<file path="src/verilog/ldr_pkg.sv">
/*
 * Shared constants and carrier types for the lookup-table / current DAC
 * direct-access register bank.
 * Assumes a byte-wide memory-map port that a serial-bus front end drives,
 * and one 100 MHz clock.
 */
package ldr_pkg;

   // ************************************************************
   // Byte addresses of the bank
   // ************************************************************
   localparam logic [7:0] LDR_ADDR_ROW1 = 8'h81;
   localparam logic [7:0] LDR_ADDR_ROW2 = 8'h82;
   localparam logic [7:0] LDR_ADDR_FIRST_CURRENT_CONVERTER = 8'h83;
   localparam logic [7:0] LDR_ADDR_SECOND_CURRENT_CONVERTER = 8'h84;
   localparam logic [7:0] LDR_ADDR_SEL = 8'h85;
   localparam logic [7:0] LDR_ADDR_WEN = 8'h86;
   localparam logic [7:0] LDR_ADDR_STAT = 8'h87;
   localparam logic [7:0] LDR_ADDR_RSV_LO = 8'h88;
   localparam logic [7:0] LDR_ADDR_RSV_HI = 8'h8F;

   // ************************************************************
   // Field positions
   // ************************************************************
   localparam int LDR_BIT_T1_SEL = 4;
   localparam int LDR_BIT_D1_SEL = 5;
   localparam int LDR_BIT_T2_SEL = 6;
   localparam int LDR_BIT_D2_SEL = 7;
   localparam int LDR_BIT_WPL = 7;
   localparam int LDR_STAT_LSB = 2;
   localparam int LDR_IDX_W = 6;

   // ************************************************************
   // Table bases and reset values
   // ************************************************************
   localparam logic [8:0] LDR_T1_BASE = 9'h090;
   localparam logic [8:0] LDR_T2_BASE = 9'h0D0;
   localparam logic [7:0] LDR_RST_BYTE = 8'h00;
   localparam logic [5:0] LDR_RST_IDX = 6'h00;
   localparam logic LDR_RST_WPL = 1'b0;

   // ************************************************************
   // Carriers
   // ************************************************************
   typedef struct packed {
      logic [7:0] addr;
      logic wr;
      logic rd;
      logic [7:0] wdata;
   } ldr_req_s;

   typedef struct packed {
      logic [7:0] rdata;
      logic ack;
      logic nack;
   } ldr_resp_s;

   typedef struct packed {
      logic wr;
      logic [7:0] addr;
      logic [7:0] data;
   } ldr_nv_s;

   typedef struct packed {
      logic [5:0] idx1;
      logic [5:0] idx2;
      logic [7:0] first_current_converter;
      logic [7:0] second_current_converter;
      logic [7:0] sel;
   } ldr_ctl_s;

   typedef struct packed {
      logic [8:0] row1;
      logic [8:0] row2;
      logic [7:0] first_current_converter;
      logic [7:0] second_current_converter;
      logic gen2_sink;
   } ldr_drive_s;

endpackage

</file>
<file path="src/verilog/ldr_regs.sv">
/*
 * Direct-access register bank: table row selection, DAC input selection,
 * write-permit latch and converter status.
 * Assumes a serial-bus front end issues one-cycle read/write strobes on the
 * memory-map port, that a nonvolatile store accepts write pulses and can
 * replay stored bytes on the restore port after power-up, and that control
 * byte 0 lives elsewhere and hands in its direction and persistence bits.
 */
`timescale 1ns/100ps

module ldr_regs
   import ldr_pkg::*;
#(
   parameter int ADC_W = 6
) (
   // Clock and reset
   input wire logic core_clk,
   input wire logic rst,
   // Memory-map port from the serial front end
   input wire ldr_req_s mm_req,
   output ldr_resp_s mm_resp,
   // Bits of control byte 0 held elsewhere
   input wire logic gen2_direction_select,
   input wire logic control_bytes_persistence,
   // Converter result and table rows read back from the arrays
   input wire logic [ADC_W-1:0] converter_result_bits,
   input wire logic [7:0] first_lookup_table_row_data,
   input wire logic [7:0] second_lookup_table_row_data,
   // Power-up replay of stored control bytes
   input wire logic restore_valid,
   input wire ldr_ctl_s restore_ctl,
   // Nonvolatile write request
   output ldr_nv_s nv_wr,
   // Analog side
   output ldr_drive_s drive,
   output logic write_permit_latch
);

   // ************************************************************
   // Elaboration check
   // ************************************************************
   if (ADC_W != LDR_IDX_W) begin : g_width_check
      $error("ldr_regs: converter width must equal the 6-bit row index");
   end

   // ************************************************************
   // State
   // ************************************************************
   typedef struct packed {
      ldr_ctl_s ctl;
      logic wpl;
      ldr_resp_s resp;
      ldr_nv_s nv;
      ldr_drive_s drv;
      // Low on the edge that leaves reset; checks wait for it
      logic live;
   } ldr_state_s;

   ldr_state_s s_q;
   ldr_state_s s_d;

   // Row address within a table, used for both tables
   function automatic logic [8:0] row_addr(input logic [8:0] base,
                                           input logic [5:0] idx);
      row_addr = base + {3'h0, idx};
   endfunction

   function automatic logic in_bank(input logic [7:0] a);
      in_bank = (a >= LDR_ADDR_ROW1) && (a <= LDR_ADDR_RSV_HI);
   endfunction

   logic [5:0] adc6;
   assign adc6 = converter_result_bits;

   // ************************************************************
   // Next-state logic
   // ************************************************************
   always_comb begin
      logic permitted;
      logic [7:0] rd_byte;
      permitted = 1'b0;
      rd_byte = LDR_RST_BYTE;
      s_d = s_q;
      s_d.resp.ack = 1'b0;
      s_d.resp.nack = 1'b0;
      s_d.nv.wr = 1'b0;
      s_d.live = 1'b1;

      // Latch byte may always be written, else nothing could unlock
      permitted = (mm_req.addr == LDR_ADDR_WEN) || s_q.wpl;

      if (restore_valid) begin
         // Replay wins over host traffic in any cycle that restore_valid is high
         s_d.ctl = restore_ctl;
      end else if (mm_req.wr && in_bank(mm_req.addr)) begin
         if (!permitted) begin
            s_d.resp.nack = 1'b1;
         end else begin
            s_d.resp.ack = 1'b1;
            s_d.nv.addr = mm_req.addr;
            s_d.nv.data = mm_req.wdata;
            unique case (mm_req.addr)
               LDR_ADDR_ROW1: begin
                  s_d.ctl.idx1 = mm_req.wdata[5:0];
                  s_d.nv.wr = control_bytes_persistence;
                  s_d.nv.data = {2'h0, mm_req.wdata[5:0]};
               end
               LDR_ADDR_ROW2: begin
                  s_d.ctl.idx2 = mm_req.wdata[5:0];
                  s_d.nv.wr = control_bytes_persistence;
                  s_d.nv.data = {2'h0, mm_req.wdata[5:0]};
               end
               LDR_ADDR_FIRST_CURRENT_CONVERTER: begin
                  s_d.ctl.first_current_converter = mm_req.wdata;
                  s_d.nv.wr = control_bytes_persistence;
               end
               LDR_ADDR_SECOND_CURRENT_CONVERTER: begin
                  s_d.ctl.second_current_converter = mm_req.wdata;
                  s_d.nv.wr = control_bytes_persistence;
               end
               LDR_ADDR_SEL: begin
                  s_d.ctl.sel = mm_req.wdata;
                  s_d.nv.wr = 1'b1;
               end
               LDR_ADDR_WEN: begin
                  // Only the latch changes; reserved bits stay zero
                  s_d.wpl = mm_req.wdata[LDR_BIT_WPL];
               end
               default: begin
                  // Status is read-only, 88h..8Fh have no function
                  s_d.resp.ack = 1'b1;
               end
            endcase
         end
      end else if (mm_req.rd && in_bank(mm_req.addr)) begin
         unique case (mm_req.addr)
            LDR_ADDR_ROW1: rd_byte = {2'h0, s_q.ctl.idx1};
            LDR_ADDR_ROW2: rd_byte = {2'h0, s_q.ctl.idx2};
            LDR_ADDR_FIRST_CURRENT_CONVERTER: rd_byte = s_q.ctl.first_current_converter;
            LDR_ADDR_SECOND_CURRENT_CONVERTER: rd_byte = s_q.ctl.second_current_converter;
            LDR_ADDR_SEL: rd_byte = s_q.ctl.sel;
            LDR_ADDR_WEN: rd_byte = {s_q.wpl, 7'h00};
            LDR_ADDR_STAT: rd_byte = {adc6, 2'h0};
            default: rd_byte = LDR_RST_BYTE;
         endcase
         s_d.resp.rdata = rd_byte;
         s_d.resp.ack = 1'b1;
      end

      // Selections track every input each cycle, no trigger needed
      s_d.drv.row1 = row_addr(LDR_T1_BASE,
         s_d.ctl.sel[LDR_BIT_T1_SEL] ? s_d.ctl.idx1 : adc6);
      s_d.drv.row2 = row_addr(LDR_T2_BASE,
         s_d.ctl.sel[LDR_BIT_T2_SEL] ? s_d.ctl.idx2 : adc6);
      s_d.drv.first_current_converter = s_d.ctl.sel[LDR_BIT_D1_SEL] ?
         s_d.ctl.first_current_converter : first_lookup_table_row_data;
      s_d.drv.second_current_converter = s_d.ctl.sel[LDR_BIT_D2_SEL] ?
         s_d.ctl.second_current_converter : second_lookup_table_row_data;
      s_d.drv.gen2_sink = gen2_direction_select;
   end

   // ************************************************************
   // State register
   // ************************************************************
   always_ff @(posedge core_clk or posedge rst) begin
      if (rst) begin
         s_q.ctl.idx1 <= LDR_RST_IDX;
         s_q.ctl.idx2 <= LDR_RST_IDX;
         s_q.ctl.first_current_converter <= LDR_RST_BYTE;
         s_q.ctl.second_current_converter <= LDR_RST_BYTE;
         s_q.ctl.sel <= LDR_RST_BYTE;
         s_q.wpl <= LDR_RST_WPL;
         s_q.resp.rdata <= LDR_RST_BYTE;
         s_q.resp.ack <= 1'b0;
         s_q.resp.nack <= 1'b0;
         s_q.nv.wr <= 1'b0;
         s_q.nv.addr <= LDR_RST_BYTE;
         s_q.nv.data <= LDR_RST_BYTE;
         s_q.drv.row1 <= LDR_T1_BASE;
         s_q.drv.row2 <= LDR_T2_BASE;
         s_q.drv.first_current_converter <= LDR_RST_BYTE;
         s_q.drv.second_current_converter <= LDR_RST_BYTE;
         s_q.drv.gen2_sink <= 1'b0;
         s_q.live <= 1'b0;
      end else begin
         s_q <= s_d;
      end
   end

   assign mm_resp = s_q.resp;
   assign nv_wr = s_q.nv;
   assign drive = s_q.drv;
   assign write_permit_latch = s_q.wpl;
endmodule
</file>
<file path="config.mk">
export PLATFORM = sky130hd
export DESIGN_NAME = ldr_regs
export DESIGN_NICKNAME = d
export VERILOG_FILES = /design/src/verilog/ldr_pkg.sv /design/src/verilog/ldr_regs.sv
export SDC_FILE = /design/constraint.sdc
export NUM_CORES = 1
export LEC_CHECK = 0
export BUFFER_PORTS_ARGS = -buffer_cell sky130_fd_sc_hd__buf_2
export CAP_MARGIN = 15
export CORE_MARGIN = 2
export CORE_UTILIZATION = 30
export CTS_CLUSTER_DIAMETER = 50
export CTS_CLUSTER_SIZE = 28
export DETAILED_ROUTE_END_ITERATION = 10
export GPL_TIMING_DRIVEN = 1
export PLACE_DENSITY = 0.56
export SLEW_MARGIN = 20
export SYNTH_ARGS = -nofsm -noshare
export SYNTH_HDL_FRONTEND = slang
export SYNTH_SLANG_ARGS = --single-unit
</file>
<file path="constraint.sdc">
create_clock -name core_clk -period 6.3 [get_ports core_clk]
set_input_delay 1.26 -clock core_clk [delete_from_list [all_inputs] [get_ports core_clk]]
set_output_delay 1.26 -clock core_clk [all_outputs]
set_load 0.05 [all_outputs]
</file>
; Yosys cells after proc, flatten, opt, wreduce, memory -nomap -nowiden
; Cells that the tools add are included.
[word_totals]
wordCells = 67
ff_bits = 99
[op_classes]
n_reduce_logical = 13
magnitude_cmp = 2
addsub = 2
muxes = 23
n_eq_ne = 7
bitwise_logic = 2
[ops]
columns = operator, count
row1 = 37-bit 2-to-1 mux, 2
row2 = 8-bit == test (second input constant), 7
row3 = 8-bit one-hot mux with 7 select lines, 1
row4 = 8-bit 2-to-1 mux, 6
row5 = 36-bit 2-to-1 mux, 1
row6 = 6-bit 2-to-1 mux, 4
row7 = 19-bit 2-to-1 mux, 1
row8 = 8-bit by 6-bit adder with 9-bit output (first input constant), 2
row9 = 18-bit 2-to-1 mux, 1
row10 = 17-bit 2-to-1 mux, 1
row11 = 3-bit AND reduction, 3
row12 = 8-bit greater-or-equal comparator (second input constant), 1
row13 = 8-bit less-or-equal comparator (second input constant), 1
row14 = 2-bit nonzero test, 3
row15 = 1-bit 2-to-1 mux, 5
row16 = 4-bit AND reduction, 1
row17 = 4-bit OR reduction, 1
row18 = 1-bit logical AND, 3
row19 = 1-bit NOT, 2
row20 = 1-bit one-hot mux with 2 select lines, 1
row21 = 2-bit OR reduction, 1
row22 = 1-bit logical OR, 1

; Longest topological paths before layout
; Gate-level depths: netlist of the first run.
[logic_depth]
depth_word = 7
depth_mapped = 8

; Worst setup path after synthesis of the first run
; No wires, ideal clock.
[synth_timing]
kind = input -> register
start = in mm_req[16] in the netlist's numbering
end = reg s_q (netlist bit drive[22])
t_arrival_ps = 3031
setup_slack_ps = 3143
t_required_ps = 6174
path_stages = 6
cell_sequence = or4b_4 buf_6 o31ai_4 a2bb2oi_2 mux2_1 ha_1
[synth_lines]
columns = element, line_no
row1 = start: declaration, ldr_regs.sv:20  ; input wire ldr_req_s mm_req,
row2 = end: declaration, ldr_regs.sv:59  ; ldr_state_s s_q;

; Final worst setup path of the first run
[layout_timing]
start = in mm_req[12] in the netlist's numbering
end = reg s_q (netlist bit nv_wr[10])
[layout_via]
elab_chain_cells = 4
[layout_rtl]
columns = element, line_no
row1 = 8-bit greater-or-equal comparator / 8-bit less-or-equal comparator (equally long branches), ldr_regs.sv:69  ; in_bank = (a >= LDR_ADDR_ROW1) && (a <= LDR_ADDR_RSV_HI);
row2 = 1-bit logical AND, ldr_regs.sv:69
row3 = 1-bit logical AND, ldr_regs.sv:95  ; end else if (mm_req.wr && in_bank(mm_req.addr)) begin
row4 = 3-bit AND reduction (no line), -
; Parallel ways exist; a longest one is shown, timed or not.
; A chain may end at the register's enable or synchronous reset.

==> flow_results.xml, run 1 <==
<?xml version="1.0" encoding="UTF-8"?>
<metrics>
  <group name="critical_path">
    <metric name="critPathCapture" unit="">nv_wr[10]</metric>
    <metric name="worstPathArrival" unit="ns">3.90</metric>
    <metric name="r2r_setup_slack" unit="ns">3.79</metric>
    <metric name="critical_path.max_fanout" unit="">25</metric>
    <metric name="type_of_element_launching_the_critical_path" unit="">input pin</metric>
    <metric name="cp_data_required_time" unit="ns">6.54</metric>
    <metric name="worst_setup_path_end_kind" unit="">flop</metric>
    <metric name="worst_reg2reg_path_endpoint" unit="">drive[22]</metric>
    <metric name="ff2ff_path_depth" unit="">5</metric>
    <metric name="critical_path.reg2reg.startpoint" unit="">write_permit_latch</metric>
    <metric name="startpoint" unit="">mm_req[12]</metric>
    <metric name="critical_path_class" unit="">input pin to flop</metric>
  </group>
  <group name="logic_synthesis">
    <metric name="yosys_register_bits" unit="">96</metric>
    <metric name="synth_cells" unit="">464</metric>
    <metric name="synth_area" unit="mm^2">0.005379</metric>
    <metric name="synth.distinct_cells" unit="">57</metric>
    <metric name="synthesis.area_per_instance" unit="um^2">11.59</metric>
    <metric name="synthTopCellsByArea" unit="">sky130_fd_sc_hd__dfrtp_1 (43%), sky130_fd_sc_hd__buf_4 (8.8%), sky130_fd_sc_hd__mux2_4 (5.0%)</metric>
    <metric name="synth_enable_flop_cells" unit="">0</metric>
    <metric name="synth_top_cell_by_area" unit="">sky130_fd_sc_hd__dfrtp_1</metric>
    <metric name="postSynthNetCount" unit="">548</metric>
    <metric name="synth_most_common_cell" unit="">sky130_fd_sc_hd__dfrtp_1</metric>
    <metric name="netlist.area_leader.share" unit="%">43.27</metric>
    <metric name="postSynth.asyncResetShare" unit="%">100.0</metric>
    <metric name="yosys_most_used_dff" unit="">sky130_fd_sc_hd__dfrtp_1</metric>
    <metric name="yosys_warnings" unit="">0</metric>
    <metric name="seq_area_frac_synth" unit="%">44.73</metric>
    <metric name="synth.top_cells.by_count" unit="">sky130_fd_sc_hd__dfrtp_1 (93), sky130_fd_sc_hd__buf_4 (63), sky130_fd_sc_hd__mux2i_1 (22)</metric>
  </group>
  <group name="floorplan">
    <metric name="die-height" unit="um">137.9</metric>
    <metric name="dieArea" unit="mm^2">0.01902</metric>
    <metric name="ioPinCount" unit="">144</metric>
    <metric name="fp-row-count" unit="">48</metric>
    <metric name="die-width" unit="um">137.9</metric>
    <metric name="floorplan.initialDensity" unit="%">30.88</metric>
    <metric name="coreArea" unit="mm^2">0.01742</metric>
  </group>
  <group name="drt">
    <metric name="drc_markers" unit="">0</metric>
    <metric name="drt_iter0_drc" unit="">271</metric>
    <metric name="drtAntennaViolNets" unit="">0</metric>
    <metric name="detail_route.wirelength" unit="um">15940</metric>
    <metric name="mean_routed_wirelength_per_cell" unit="um">21.11</metric>
    <metric name="drt_pass1_iterations" unit="">4</metric>
    <metric name="route.detailed.vias_per_inst" unit="">4.997</metric>
    <metric name="via_count" unit="">3773</metric>
  </group>
  <group name="clock_network">
    <metric name="post_cts_buffers" unit="">0</metric>
    <metric name="cts.hold.buffers_added" unit="">0</metric>
    <metric name="htree_num_levels" unit="">3</metric>
    <metric name="tritoncts.num_buffers" unit="">9</metric>
    <metric name="postCtsResizedCells" unit="">0</metric>
    <metric name="cts.sinks" unit="">96</metric>
    <metric name="worstSkewPairLatency" unit="ns">0.36</metric>
    <metric name="cts.root.buffer_cell" unit="">sky130_fd_sc_hd__clkbuf_16</metric>
    <metric name="tritoncts_clock_tree" unit="">done</metric>
    <metric name="cts_buffer_depth" unit="">2</metric>
    <metric name="clk_transition_reported_paths" unit="ns">0.07</metric>
  </group>
  <group name="hold_path">
    <metric name="hold_class" unit="">flop to flop</metric>
  </group>
  <group name="sta">
    <metric name="slew_violations" unit="">0</metric>
    <metric name="worst-slew-pin-transition" unit="ns">1.018</metric>
    <metric name="timing.final.setup_violations" unit="">0</metric>
    <metric name="timing.final.hold_violations" unit="">0</metric>
    <metric name="max_freq" unit="MHz">273.0</metric>
    <metric name="max-slew-margin-rel" unit="%">31.21</metric>
    <metric name="fin_ws" unit="ns">2.637</metric>
    <metric name="timing.setup.tns" unit="ns">0</metric>
    <metric name="post_route_clock_period_utilization" unit="%">58.14</metric>
    <metric name="fin_worst_skew" unit="ns">0.01066</metric>
    <metric name="final.min_clock_period" unit="ns">3.663</metric>
    <metric name="rsz0062_at_grt" unit="">no</metric>
  </group>
  <group name="grt">
    <metric name="first_global_vias" unit="">3896</metric>
    <metric name="antenna_found_initial" unit="">2</metric>
    <metric name="grt_pass1_wl" unit="um">23500</metric>
    <metric name="grt_usage" unit="%">17.04</metric>
    <metric name="global_route.overflow_total" unit="">0</metric>
    <metric name="grt_max_degree" unit="">65</metric>
  </group>
  <group name="power">
    <metric name="power_density" unit="mW/mm^2">266.5</metric>
    <metric name="finalPower" unit="W">0.001619</metric>
    <metric name="irDropWorstVdd" unit="mV">0.1295</metric>
    <metric name="total_leakage_power" unit="nW">2.866</metric>
  </group>
  <group name="final_layout">
    <metric name="area_growth" unit="%">12.93</metric>
    <metric name="final.fill_count" unit="">1755</metric>
    <metric name="design.final.nets" unit="">608</metric>
    <metric name="layout-drive-gt1-share" unit="%">41.02</metric>
  </group>
  <group name="run_status">
    <metric name="outcome" unit="">finished clean</metric>
  </group>
  <group name="flow_run">
    <metric name="maxCapViolCount" unit="">0</metric>
  </group>
  <group name="placement">
    <metric name="placement.setup.worst_slack" unit="ns">2.267</metric>
    <metric name="place.gp.congestion" unit="">0.8427</metric>
    <metric name="hpwlAfterDp" unit="um">11590</metric>
    <metric name="port-buffer-count" unit="">141</metric>
  </group>
</metrics>
## registers in the layout (all words and copies together), names as in the netlist
name / cells
drive: 32
mm_resp: 10
write_permit_latch: 1
s_q: 36
nv_wr: 17
## where the power goes
| group | switching [W] | internal [W] |
|---|---|---|
| Clock | 0.000252 | 0.000343 |
| Sequential | 0.0000237 | 0.000664 |
| Combinational | 0.000227 | 0.000110 |
## logic make-up after synthesis
family | Yosys count | share of synthesized area [%]
XOR/XNOR | 1 | 0.1629
adder cells (fa/ha/maj) | 3 | 0.6979
buffers and inverters | 107 | 12.58
AND/OR/NAND/NOR | 91 | 10.35
multiplexers | 62 | 13.93
other | 2 | 0.1396
AO/OA/AOI/OAI | 102 | 17.40
flip-flops | 96 | 44.73
## final cells by class
class,instances,area (um^2),area share (%)
diodes,1,2.502,0.04119
flip-flops and latches,96,2406,39.61
repair buffers,143,720.7,11.86
clock inverters,3,46.29,0.7621
clock buffers,13,270.3,4.449
well taps,225,281.5,4.634
inverters,13,51.30,0.8445
multi-input cells,261,2296,37.80
## worst max-delay path, cell delays in order
cell and delay, ns:
sky130_fd_sc_hd__buf_2 0.38, sky130_fd_sc_hd__nor2b_1 0.76, sky130_fd_sc_hd__a31oi_1 0.25, sky130_fd_sc_hd__and3b_1 0.83, sky130_fd_sc_hd__mux2_2 0.41
## layer usage
metal  global-route usage [%]  part of all wire (%)
met1                    24.60                    47
met2                    25.77                    45
met3                    4.130                   6.9
met4                    3.855                   1.0
met5                        0                 0.082
## how the worst min path moves through the flow
stage | endpoint | slack (ns) | cells past startpoint | start
after floorplan | nv_wr[15] | 0.44 | 1 | nv_wr[15]
after global placement | nv_wr[15] | 0.45 | 1 | nv_wr[15]
after detailed placement | nv_wr[15] | 0.46 | 1 | nv_wr[15]
after CTS | nv_wr[15] | 0.47 | 1 | nv_wr[15]
after global routing | nv_wr[15] | 0.49 | 1 | nv_wr[15]
final | nv_wr[15] | 0.47 | 1 | nv_wr[15]
## per-stage QoR
step           instance area, um^2  util [%]  hold WS [ns]  instances
4_1_cts                       6072     34.86        0.4746        754
3_3_place_gp                  5756     33.05        0.4538        738
6_report                      6075     34.88        0.4720        755
3_5_place_dp                  5756     33.05        0.4577        738
2_1_floorplan                 5379         -        0.4409        464
5_1_grt                       6072     34.86        0.4881        754
## layout by cell type, fill, tap and decap left out, drive strengths merged, types with 9 or more instances in the layout
master | Yosys | routed
buf | 80 | 143
dfrtp | 93 | 93
mux2 | 39 | 39
mux2i | 22 | 22
nand2 | 21 | 21
o31ai | 18 | 18
a41oi | 16 | 16
a2bb2oi | 15 | 15
nor2 | 14 | 14
inv | 13 | 14
clkbuf | 14 | 13
and2 | 12 | 12
a21oi | 9 | 9
o2bb2ai | 9 | 9
No activity file was read; power rests on OpenSTA's default activity.
==> inputs of run 2 (changes only) <==
Settings changed: PLACE_DENSITY 0.56 to 0.58.
Clock period 6.3 ns to 3.3 ns, I/O delays scaled along.
==> run 2 against run 1 <==
- cell area rose by 1.4%
- combinational power increased by 95%
- non-clock buffer count grew 12
- clock-buffer cell count shrank 4
- flip-flop and latch count unchanged
- worst hold slack lost 0.11 ns
- routed wire length up 0.74%
- clock power is 82% higher
- clock skew up 0.0011 ns
- global-route usage is 0.35 points higher
- worst setup slack worse by 1.8 ns
- cell count increased by 1.5%
- critical path type unchanged
- highest routed layer is now met4
==> flow_results.xml, run 2 (synthesis gave the netlist of run 1 again) <==
<?xml version="1.0" encoding="UTF-8"?>
<metrics>
  <group name="clock_network">
    <metric name="cts.hold.buffers_added" unit="">0</metric>
    <metric name="postCtsResizedCells" unit="">0</metric>
    <metric name="cts.root.buffer_cell" unit="">sky130_fd_sc_hd__clkbuf_16</metric>
    <metric name="post_cts_buffers" unit="">0</metric>
    <metric name="worstSkewPairLatency" unit="ns">0.36</metric>
    <metric name="tritoncts_clock_tree" unit="">done</metric>
    <metric name="cts_buffer_depth" unit="">2</metric>
    <metric name="cts.sinks" unit="">96</metric>
    <metric name="tritoncts.num_buffers" unit="">9</metric>
    <metric name="htree_num_levels" unit="">3</metric>
    <metric name="clk_transition_reported_paths" unit="ns">0.08</metric>
  </group>
  <group name="floorplan">
    <metric name="die-height" unit="um">137.9</metric>
    <metric name="fp-row-count" unit="">48</metric>
    <metric name="coreArea" unit="mm^2">0.01742</metric>
    <metric name="floorplan.initialDensity" unit="%">30.88</metric>
    <metric name="dieArea" unit="mm^2">0.01902</metric>
    <metric name="die-width" unit="um">137.9</metric>
    <metric name="ioPinCount" unit="">144</metric>
  </group>
  <group name="placement">
    <metric name="hpwlAfterDp" unit="um">12180</metric>
    <metric name="place.gp.congestion" unit="">0.8720</metric>
    <metric name="placement.setup.worst_slack" unit="ns">0.4437</metric>
    <metric name="port-buffer-count" unit="">141</metric>
  </group>
  <group name="drt">
    <metric name="drt_iter0_drc" unit="">162</metric>
    <metric name="drc_markers" unit="">0</metric>
    <metric name="drt_pass1_iterations" unit="">5</metric>
    <metric name="route.detailed.vias_per_inst" unit="">5.061</metric>
    <metric name="drtAntennaViolNets" unit="">0</metric>
    <metric name="mean_routed_wirelength_per_cell" unit="um">20.96</metric>
    <metric name="detail_route.wirelength" unit="um">16060</metric>
    <metric name="via_count" unit="">3877</metric>
  </group>
  <group name="sta">
    <metric name="timing.final.hold_violations" unit="">0</metric>
    <metric name="max-slew-margin-rel" unit="%">51.46</metric>
    <metric name="fin_ws" unit="ns">0.7886</metric>
    <metric name="hold-worst-slack" unit="ns">0.3596</metric>
    <metric name="timing.final.setup_violations" unit="">0</metric>
    <metric name="timing.setup.tns" unit="ns">0</metric>
    <metric name="post_route_clock_period_utilization" unit="%">76.10</metric>
    <metric name="final.min_clock_period" unit="ns">2.511</metric>
    <metric name="fin_worst_skew" unit="ns">0.01174</metric>
    <metric name="max_freq" unit="MHz">398.2</metric>
    <metric name="rsz0062_at_grt" unit="">no</metric>
    <metric name="worst-slew-pin-transition" unit="ns">0.7254</metric>
    <metric name="slew_violations" unit="">0</metric>
  </group>
  <group name="critical_path">
    <metric name="critPathSlowestCell" unit="">sky130_fd_sc_hd__nor2b_1</metric>
    <metric name="critical_path.n_buffers_inverters" unit="">3</metric>
    <metric name="worstPathArrival" unit="ns">2.75</metric>
    <metric name="worst_setup_path_end_kind" unit="">flop</metric>
    <metric name="critical_path.max_fanout" unit="">25</metric>
    <metric name="type_of_element_launching_the_critical_path" unit="">input pin</metric>
    <metric name="crit_path_max_incr_delay" unit="ns">0.46</metric>
    <metric name="critical_path.cell_chain" unit="">buf_2 &gt; nor2b_1 &gt; buf_4 &gt; a31oi_1 &gt; and3b_1 &gt; buf_4 &gt; mux2_2</metric>
    <metric name="cp_data_required_time" unit="ns">3.54</metric>
    <metric name="critical-path-top-delay-family" unit="">buffers and inverters</metric>
    <metric name="critical_path_class" unit="">input pin to flop</metric>
    <metric name="worst_path_most_repeated_cell" unit="">sky130_fd_sc_hd__buf_4</metric>
  </group>
  <group name="final_layout">
    <metric name="layout.cells.most_common_list" unit="">sky130_fd_sc_hd__buf_2 (141), sky130_fd_sc_hd__dfrtp_1 (93), sky130_fd_sc_hd__mux2i_1 (22)</metric>
    <metric name="top_register" unit="">s_q</metric>
    <metric name="area_growth" unit="%">14.56</metric>
    <metric name="antenna_cells_inserted" unit="">0</metric>
    <metric name="multi_input_gate_area" unit="mm^2">0.002296</metric>
    <metric name="register_area" unit="mm^2">0.002406</metric>
    <metric name="postLayoutCoreUtil" unit="%">35.38</metric>
    <metric name="final.fill_count" unit="">1760</metric>
    <metric name="layout-drive-gt1-share" unit="%">42.51</metric>
    <metric name="design.final.nets" unit="">620</metric>
    <metric name="most_common_library_cell_in_the_layout_ignoring_fill_and_taps" unit="">sky130_fd_sc_hd__buf_2</metric>
    <metric name="largest_reg_flops" unit="">36</metric>
  </group>
  <group name="flow_run">
    <metric name="maxCapViolCount" unit="">0</metric>
  </group>
  <group name="hold_path">
    <metric name="hold_class" unit="">input pin to asynchronous set/reset pin</metric>
  </group>
  <group name="power">
    <metric name="total_leakage_power" unit="nW">2.921</metric>
    <metric name="finalPower" unit="W">0.003047</metric>
    <metric name="power_density" unit="mW/mm^2">494.5</metric>
    <metric name="irDropWorstVdd" unit="mV">0.2370</metric>
  </group>
  <group name="grt">
    <metric name="grt_max_degree" unit="">52</metric>
    <metric name="grt_pass1_wl" unit="um">23810</metric>
    <metric name="first_global_vias" unit="">3958</metric>
    <metric name="global_route.overflow_total" unit="">0</metric>
    <metric name="grt_usage" unit="%">17.40</metric>
    <metric name="antenna_found_initial" unit="">0</metric>
  </group>
  <group name="run_status">
    <metric name="outcome" unit="">finished clean</metric>
  </group>
</metrics>
## run 2: metal layers
layer | routed length (um) | vias to the layer above | GRT usage, %
met4 | 320 | 0 | 6.293
met1 | 7429 | 1915 | 24.16
met2 | 7200 | 163 | 26.60
met3 | 1105 | 20 | 3.874
li1 | - | 1779 | -
met5 | 0 | - | 0
## run 2: worst register-to-register path: cells and delay by family, from the launching register on
family	cells	cell delay, ns
AO/OA/AOI/OAI	2	0.82
adder cells (fa/ha/maj)	1	0.30
flip-flops	1	0.56
multiplexers	1	0.34
AND/OR/NAND/NOR	1	0.34
## run 2: path summary, 6_finish.rpt
kind                                  end  slack (ns)                   from  cells past startpoint
worst max-delay path             nv_wr[8]        0.79             mm_req[12]                      7
worst min-delay path            drive[29]        0.36                    rst                      2
worst max register to register  drive[22]        0.84     write_permit_latch                      5
worst min register to register  nv_wr[15]        0.48              nv_wr[15]                      1
max in group asynchronous       drive[24]        2.17                    rst                      3
min in group core_clk            drive[0]        0.41  gen2_direction_select                      1
## run 2: final cells by class
class,instances,area share (%)
inverter,13,0.8325
clock buffer,9,3.655
tap,225,4.569
timing repair buffer,155,13.36
sequential,96,39.05
clock inverter,7,1.279
multi-input combinational,261,37.26
## run 2: report_power, final
group          switching [W]  internal (W)  leakage, nW  total (W)
logic               0.000436      0.000220         1.60   0.000656
clock network       0.000482      0.000595        0.144    0.00108
registers          0.0000466       0.00127         1.17    0.00131
## run 2: per-stage QoR
step                      cells  instance area (um^2)
final                       766                  6162
after global routing        766                  6162
after CTS                   766                  6162
after detailed placement    750                  5858
after global placement      750                  5858
after floorplan             464                  5379
==> inputs of run 3 (changes only) <==
Clock period 3.3 ns to 2.15 ns, I/O delays scaled along.
==> run 3 against run 2 <==
- routed wire length up 2.0%
- sequential share of layout area decreased by 2.4 points
- highest routed layer unchanged
- register-to-register slack got worse by 0.70 ns
- core utilization increased by 2.3 points
- global-route usage increased by 0.42 points
- clock skew down 0.0035 ns
- cell count rose by 5.1%
- power rose by 54%
- flip-flop and latch count stayed put
- critical endpoint is now drive[4]
- largest cell class unchanged
==> flow_results.xml, run 3 (synthesis gave the netlist of run 1 again) <==
<?xml version="1.0" encoding="UTF-8"?>
<metrics>
  <group name="floorplan">
    <metric name="die-height" unit="um">137.9</metric>
    <metric name="dieArea" unit="mm^2">0.01902</metric>
    <metric name="die-width" unit="um">137.9</metric>
    <metric name="fp-row-count" unit="">48</metric>
    <metric name="floorplan.initialDensity" unit="%">30.88</metric>
    <metric name="ioPinCount" unit="">144</metric>
    <metric name="coreArea" unit="mm^2">0.01742</metric>
  </group>
  <group name="drt">
    <metric name="drt_iter0_drc" unit="">274</metric>
    <metric name="detail_route.wirelength" unit="um">16370</metric>
    <metric name="drt_pass1_iterations" unit="">4</metric>
    <metric name="route.detailed.vias_per_inst" unit="">5.036</metric>
    <metric name="drtAntennaViolNets" unit="">0</metric>
    <metric name="mean_routed_wirelength_per_cell" unit="um">20.34</metric>
    <metric name="via_count" unit="">4054</metric>
    <metric name="drc_markers" unit="">0</metric>
  </group>
  <group name="clock_network">
    <metric name="cts.root.buffer_cell" unit="">sky130_fd_sc_hd__clkbuf_16</metric>
    <metric name="tritoncts.num_buffers" unit="">9</metric>
    <metric name="worstSkewPairLatency" unit="ns">0.36</metric>
    <metric name="cts_buffer_depth" unit="">2</metric>
    <metric name="cts.sinks" unit="">96</metric>
    <metric name="htree_num_levels" unit="">3</metric>
    <metric name="tritoncts_clock_tree" unit="">done</metric>
    <metric name="clk_transition_reported_paths" unit="ns">0.08</metric>
  </group>
  <group name="placement">
    <metric name="place_inst" unit="">787</metric>
    <metric name="place.gp.congestion" unit="">0.8652</metric>
    <metric name="port-buffer-count" unit="">141</metric>
    <metric name="placement.setup.worst_slack" unit="ns">-0.2560</metric>
    <metric name="hpwlAfterDp" unit="um">12680</metric>
  </group>
  <group name="grt">
    <metric name="grt_max_degree" unit="">43</metric>
    <metric name="grt_pass1_wl" unit="um">24670</metric>
    <metric name="global_route.overflow_total" unit="">0</metric>
    <metric name="grt_usage" unit="%">17.82</metric>
    <metric name="antenna_found_initial" unit="">1</metric>
    <metric name="first_global_vias" unit="">4121</metric>
  </group>
  <group name="final_layout">
    <metric name="area_growth" unit="%">22.07</metric>
    <metric name="design.final.nets" unit="">658</metric>
    <metric name="final_cell_count_no_fill" unit="">805</metric>
    <metric name="top_register" unit="">s_q</metric>
    <metric name="most_common_library_cell_in_the_layout_ignoring_fill_and_taps" unit="">sky130_fd_sc_hd__buf_2</metric>
    <metric name="largest_reg_flops" unit="">36</metric>
    <metric name="layout.cells.most_common_list" unit="">sky130_fd_sc_hd__buf_2 (141), sky130_fd_sc_hd__dfrtp_1 (92), sky130_fd_sc_hd__buf_4 (45)</metric>
    <metric name="postLayoutCoreUtil" unit="%">37.70</metric>
    <metric name="layout-drive-gt1-share" unit="%">47.50</metric>
  </group>
  <group name="power">
    <metric name="irDropWorstVdd" unit="mV">0.4555</metric>
    <metric name="switchingPower" unit="W">0.001542</metric>
    <metric name="clkPwrFrac" unit="%">34.0</metric>
    <metric name="share_seq_of_total_power" unit="%">43.2</metric>
    <metric name="power_density" unit="mW/mm^2">713.3</metric>
    <metric name="switching_part_of_the_total_power" unit="%">32.93</metric>
    <metric name="total_leakage_power" unit="nW">3.129</metric>
    <metric name="internal_power" unit="W">0.003141</metric>
    <metric name="power_frac_comb" unit="%">22.8</metric>
  </group>
  <group name="sta">
    <metric name="slew_violations" unit="">0</metric>
    <metric name="timing.setup.tns" unit="ns">0</metric>
    <metric name="timing.final.setup_violations" unit="">0</metric>
    <metric name="max_freq" unit="MHz">485.8</metric>
    <metric name="final.min_clock_period" unit="ns">2.058</metric>
    <metric name="post_route_clock_period_utilization" unit="%">95.74</metric>
    <metric name="fin_worst_skew" unit="ns">0.008237</metric>
    <metric name="max-slew-margin-rel" unit="%">62.82</metric>
    <metric name="hold-worst-slack" unit="ns">0.08786</metric>
    <metric name="fin_ws" unit="ns">0.09165</metric>
    <metric name="worst-slew-pin-transition" unit="ns">0.5572</metric>
    <metric name="rsz0062_at_grt" unit="">no</metric>
    <metric name="timing.final.hold_violations" unit="">0</metric>
  </group>
  <group name="critical_path">
    <metric name="cp_data_required_time" unit="ns">2.39</metric>
    <metric name="type_of_element_launching_the_critical_path" unit="">input pin</metric>
    <metric name="critical_path.max_fanout" unit="">11</metric>
    <metric name="critical_path_class" unit="">input pin to flop</metric>
    <metric name="worstPathArrival" unit="ns">2.30</metric>
    <metric name="worst_setup_path_end_kind" unit="">flop</metric>
  </group>
  <group name="run_status">
    <metric name="outcome" unit="">finished clean</metric>
  </group>
  <group name="hold_path">
    <metric name="hold_class" unit="">input pin to asynchronous set/reset pin</metric>
  </group>
  <group name="flow_run">
    <metric name="maxCapViolCount" unit="">0</metric>
  </group>
</metrics>
## run 3: path summary, 6_finish.rpt
| check | start | end | slack, ns | depth (start not counted) |
|---|---|---|---|---|
| worst max-delay path | mm_req[16] | drive[4] | 0.09 | 7 |
| worst min-delay path | rst | s_q[98] | 0.09 | 2 |
| worst max register to register | write_permit_latch | drive[31] | 0.14 | 6 |
| max in group asynchronous | rst | write_permit_latch | 1.49 | 3 |
| min in group core_clk | gen2_direction_select | drive[0] | 0.17 | 1 |
| worst min register to register | nv_wr[15] | nv_wr[15] | 0.47 | 1 |
## run 3: worst max-delay path, stage by stage
cell                        delay, ns
sky130_fd_sc_hd__buf_2           0.12
sky130_fd_sc_hd__or4b_4          0.67
sky130_fd_sc_hd__buf_4           0.23
sky130_fd_sc_hd__o31ai_4         0.29
sky130_fd_sc_hd__a2bb2oi_4       0.09
sky130_fd_sc_hd__buf_12          0.16
sky130_fd_sc_hd__mux2_4          0.29
## run 3: per-layer routing
metal,track usage [%],vias up,part of all wire (%),wire length (um)
met3,5.482,10,8.0,1311
met1,25.02,2014,46,7456
li1,-,1873,-,-
met5,0,-,0,0
met4,3.855,0,0.93,153
met2,27.01,157,46,7453
## run 3: power by group through the flow
stage                     Combinational [W]  Sequential [W]  Clock [W]
after floorplan                    0.000834         0.00202          0
after global routing                0.00114         0.00203    0.00171
final                               0.00107         0.00202    0.00159
after global placement              0.00106         0.00205          0
after detailed placement            0.00107         0.00205          0
after CTS                           0.00107         0.00202    0.00163
## run 3: area by class of cell
class,instances,area (um^2)
well taps,225,281.5
inverters,13,52.55
flip-flops and latches,96,2407
repair buffers,193,1184
clock buffers,9,225.2
fillers,1762,10850
clock inverters,7,62.56
multi-input cells,261,2351
diodes,1,2.502
## run 3: timing repair
action | CTS | global route
hold buffers | 0 | 0
endpoints found under the setup margin | 0 | 8
setup buffers | 0 | 1
gates resized for setup | 0 | 0
## run 3: metrics by stage
stage | total power [W] | cell area [um^2]
6_report | 0.004683 | 6566
5_1_grt | 0.004885 | 6564
4_1_cts | 0.004725 | 6544
3_5_place_dp | 0.003120 | 6256
3_3_place_gp | 0.003110 | 6256
2_1_floorplan | 0.002855 | 5459
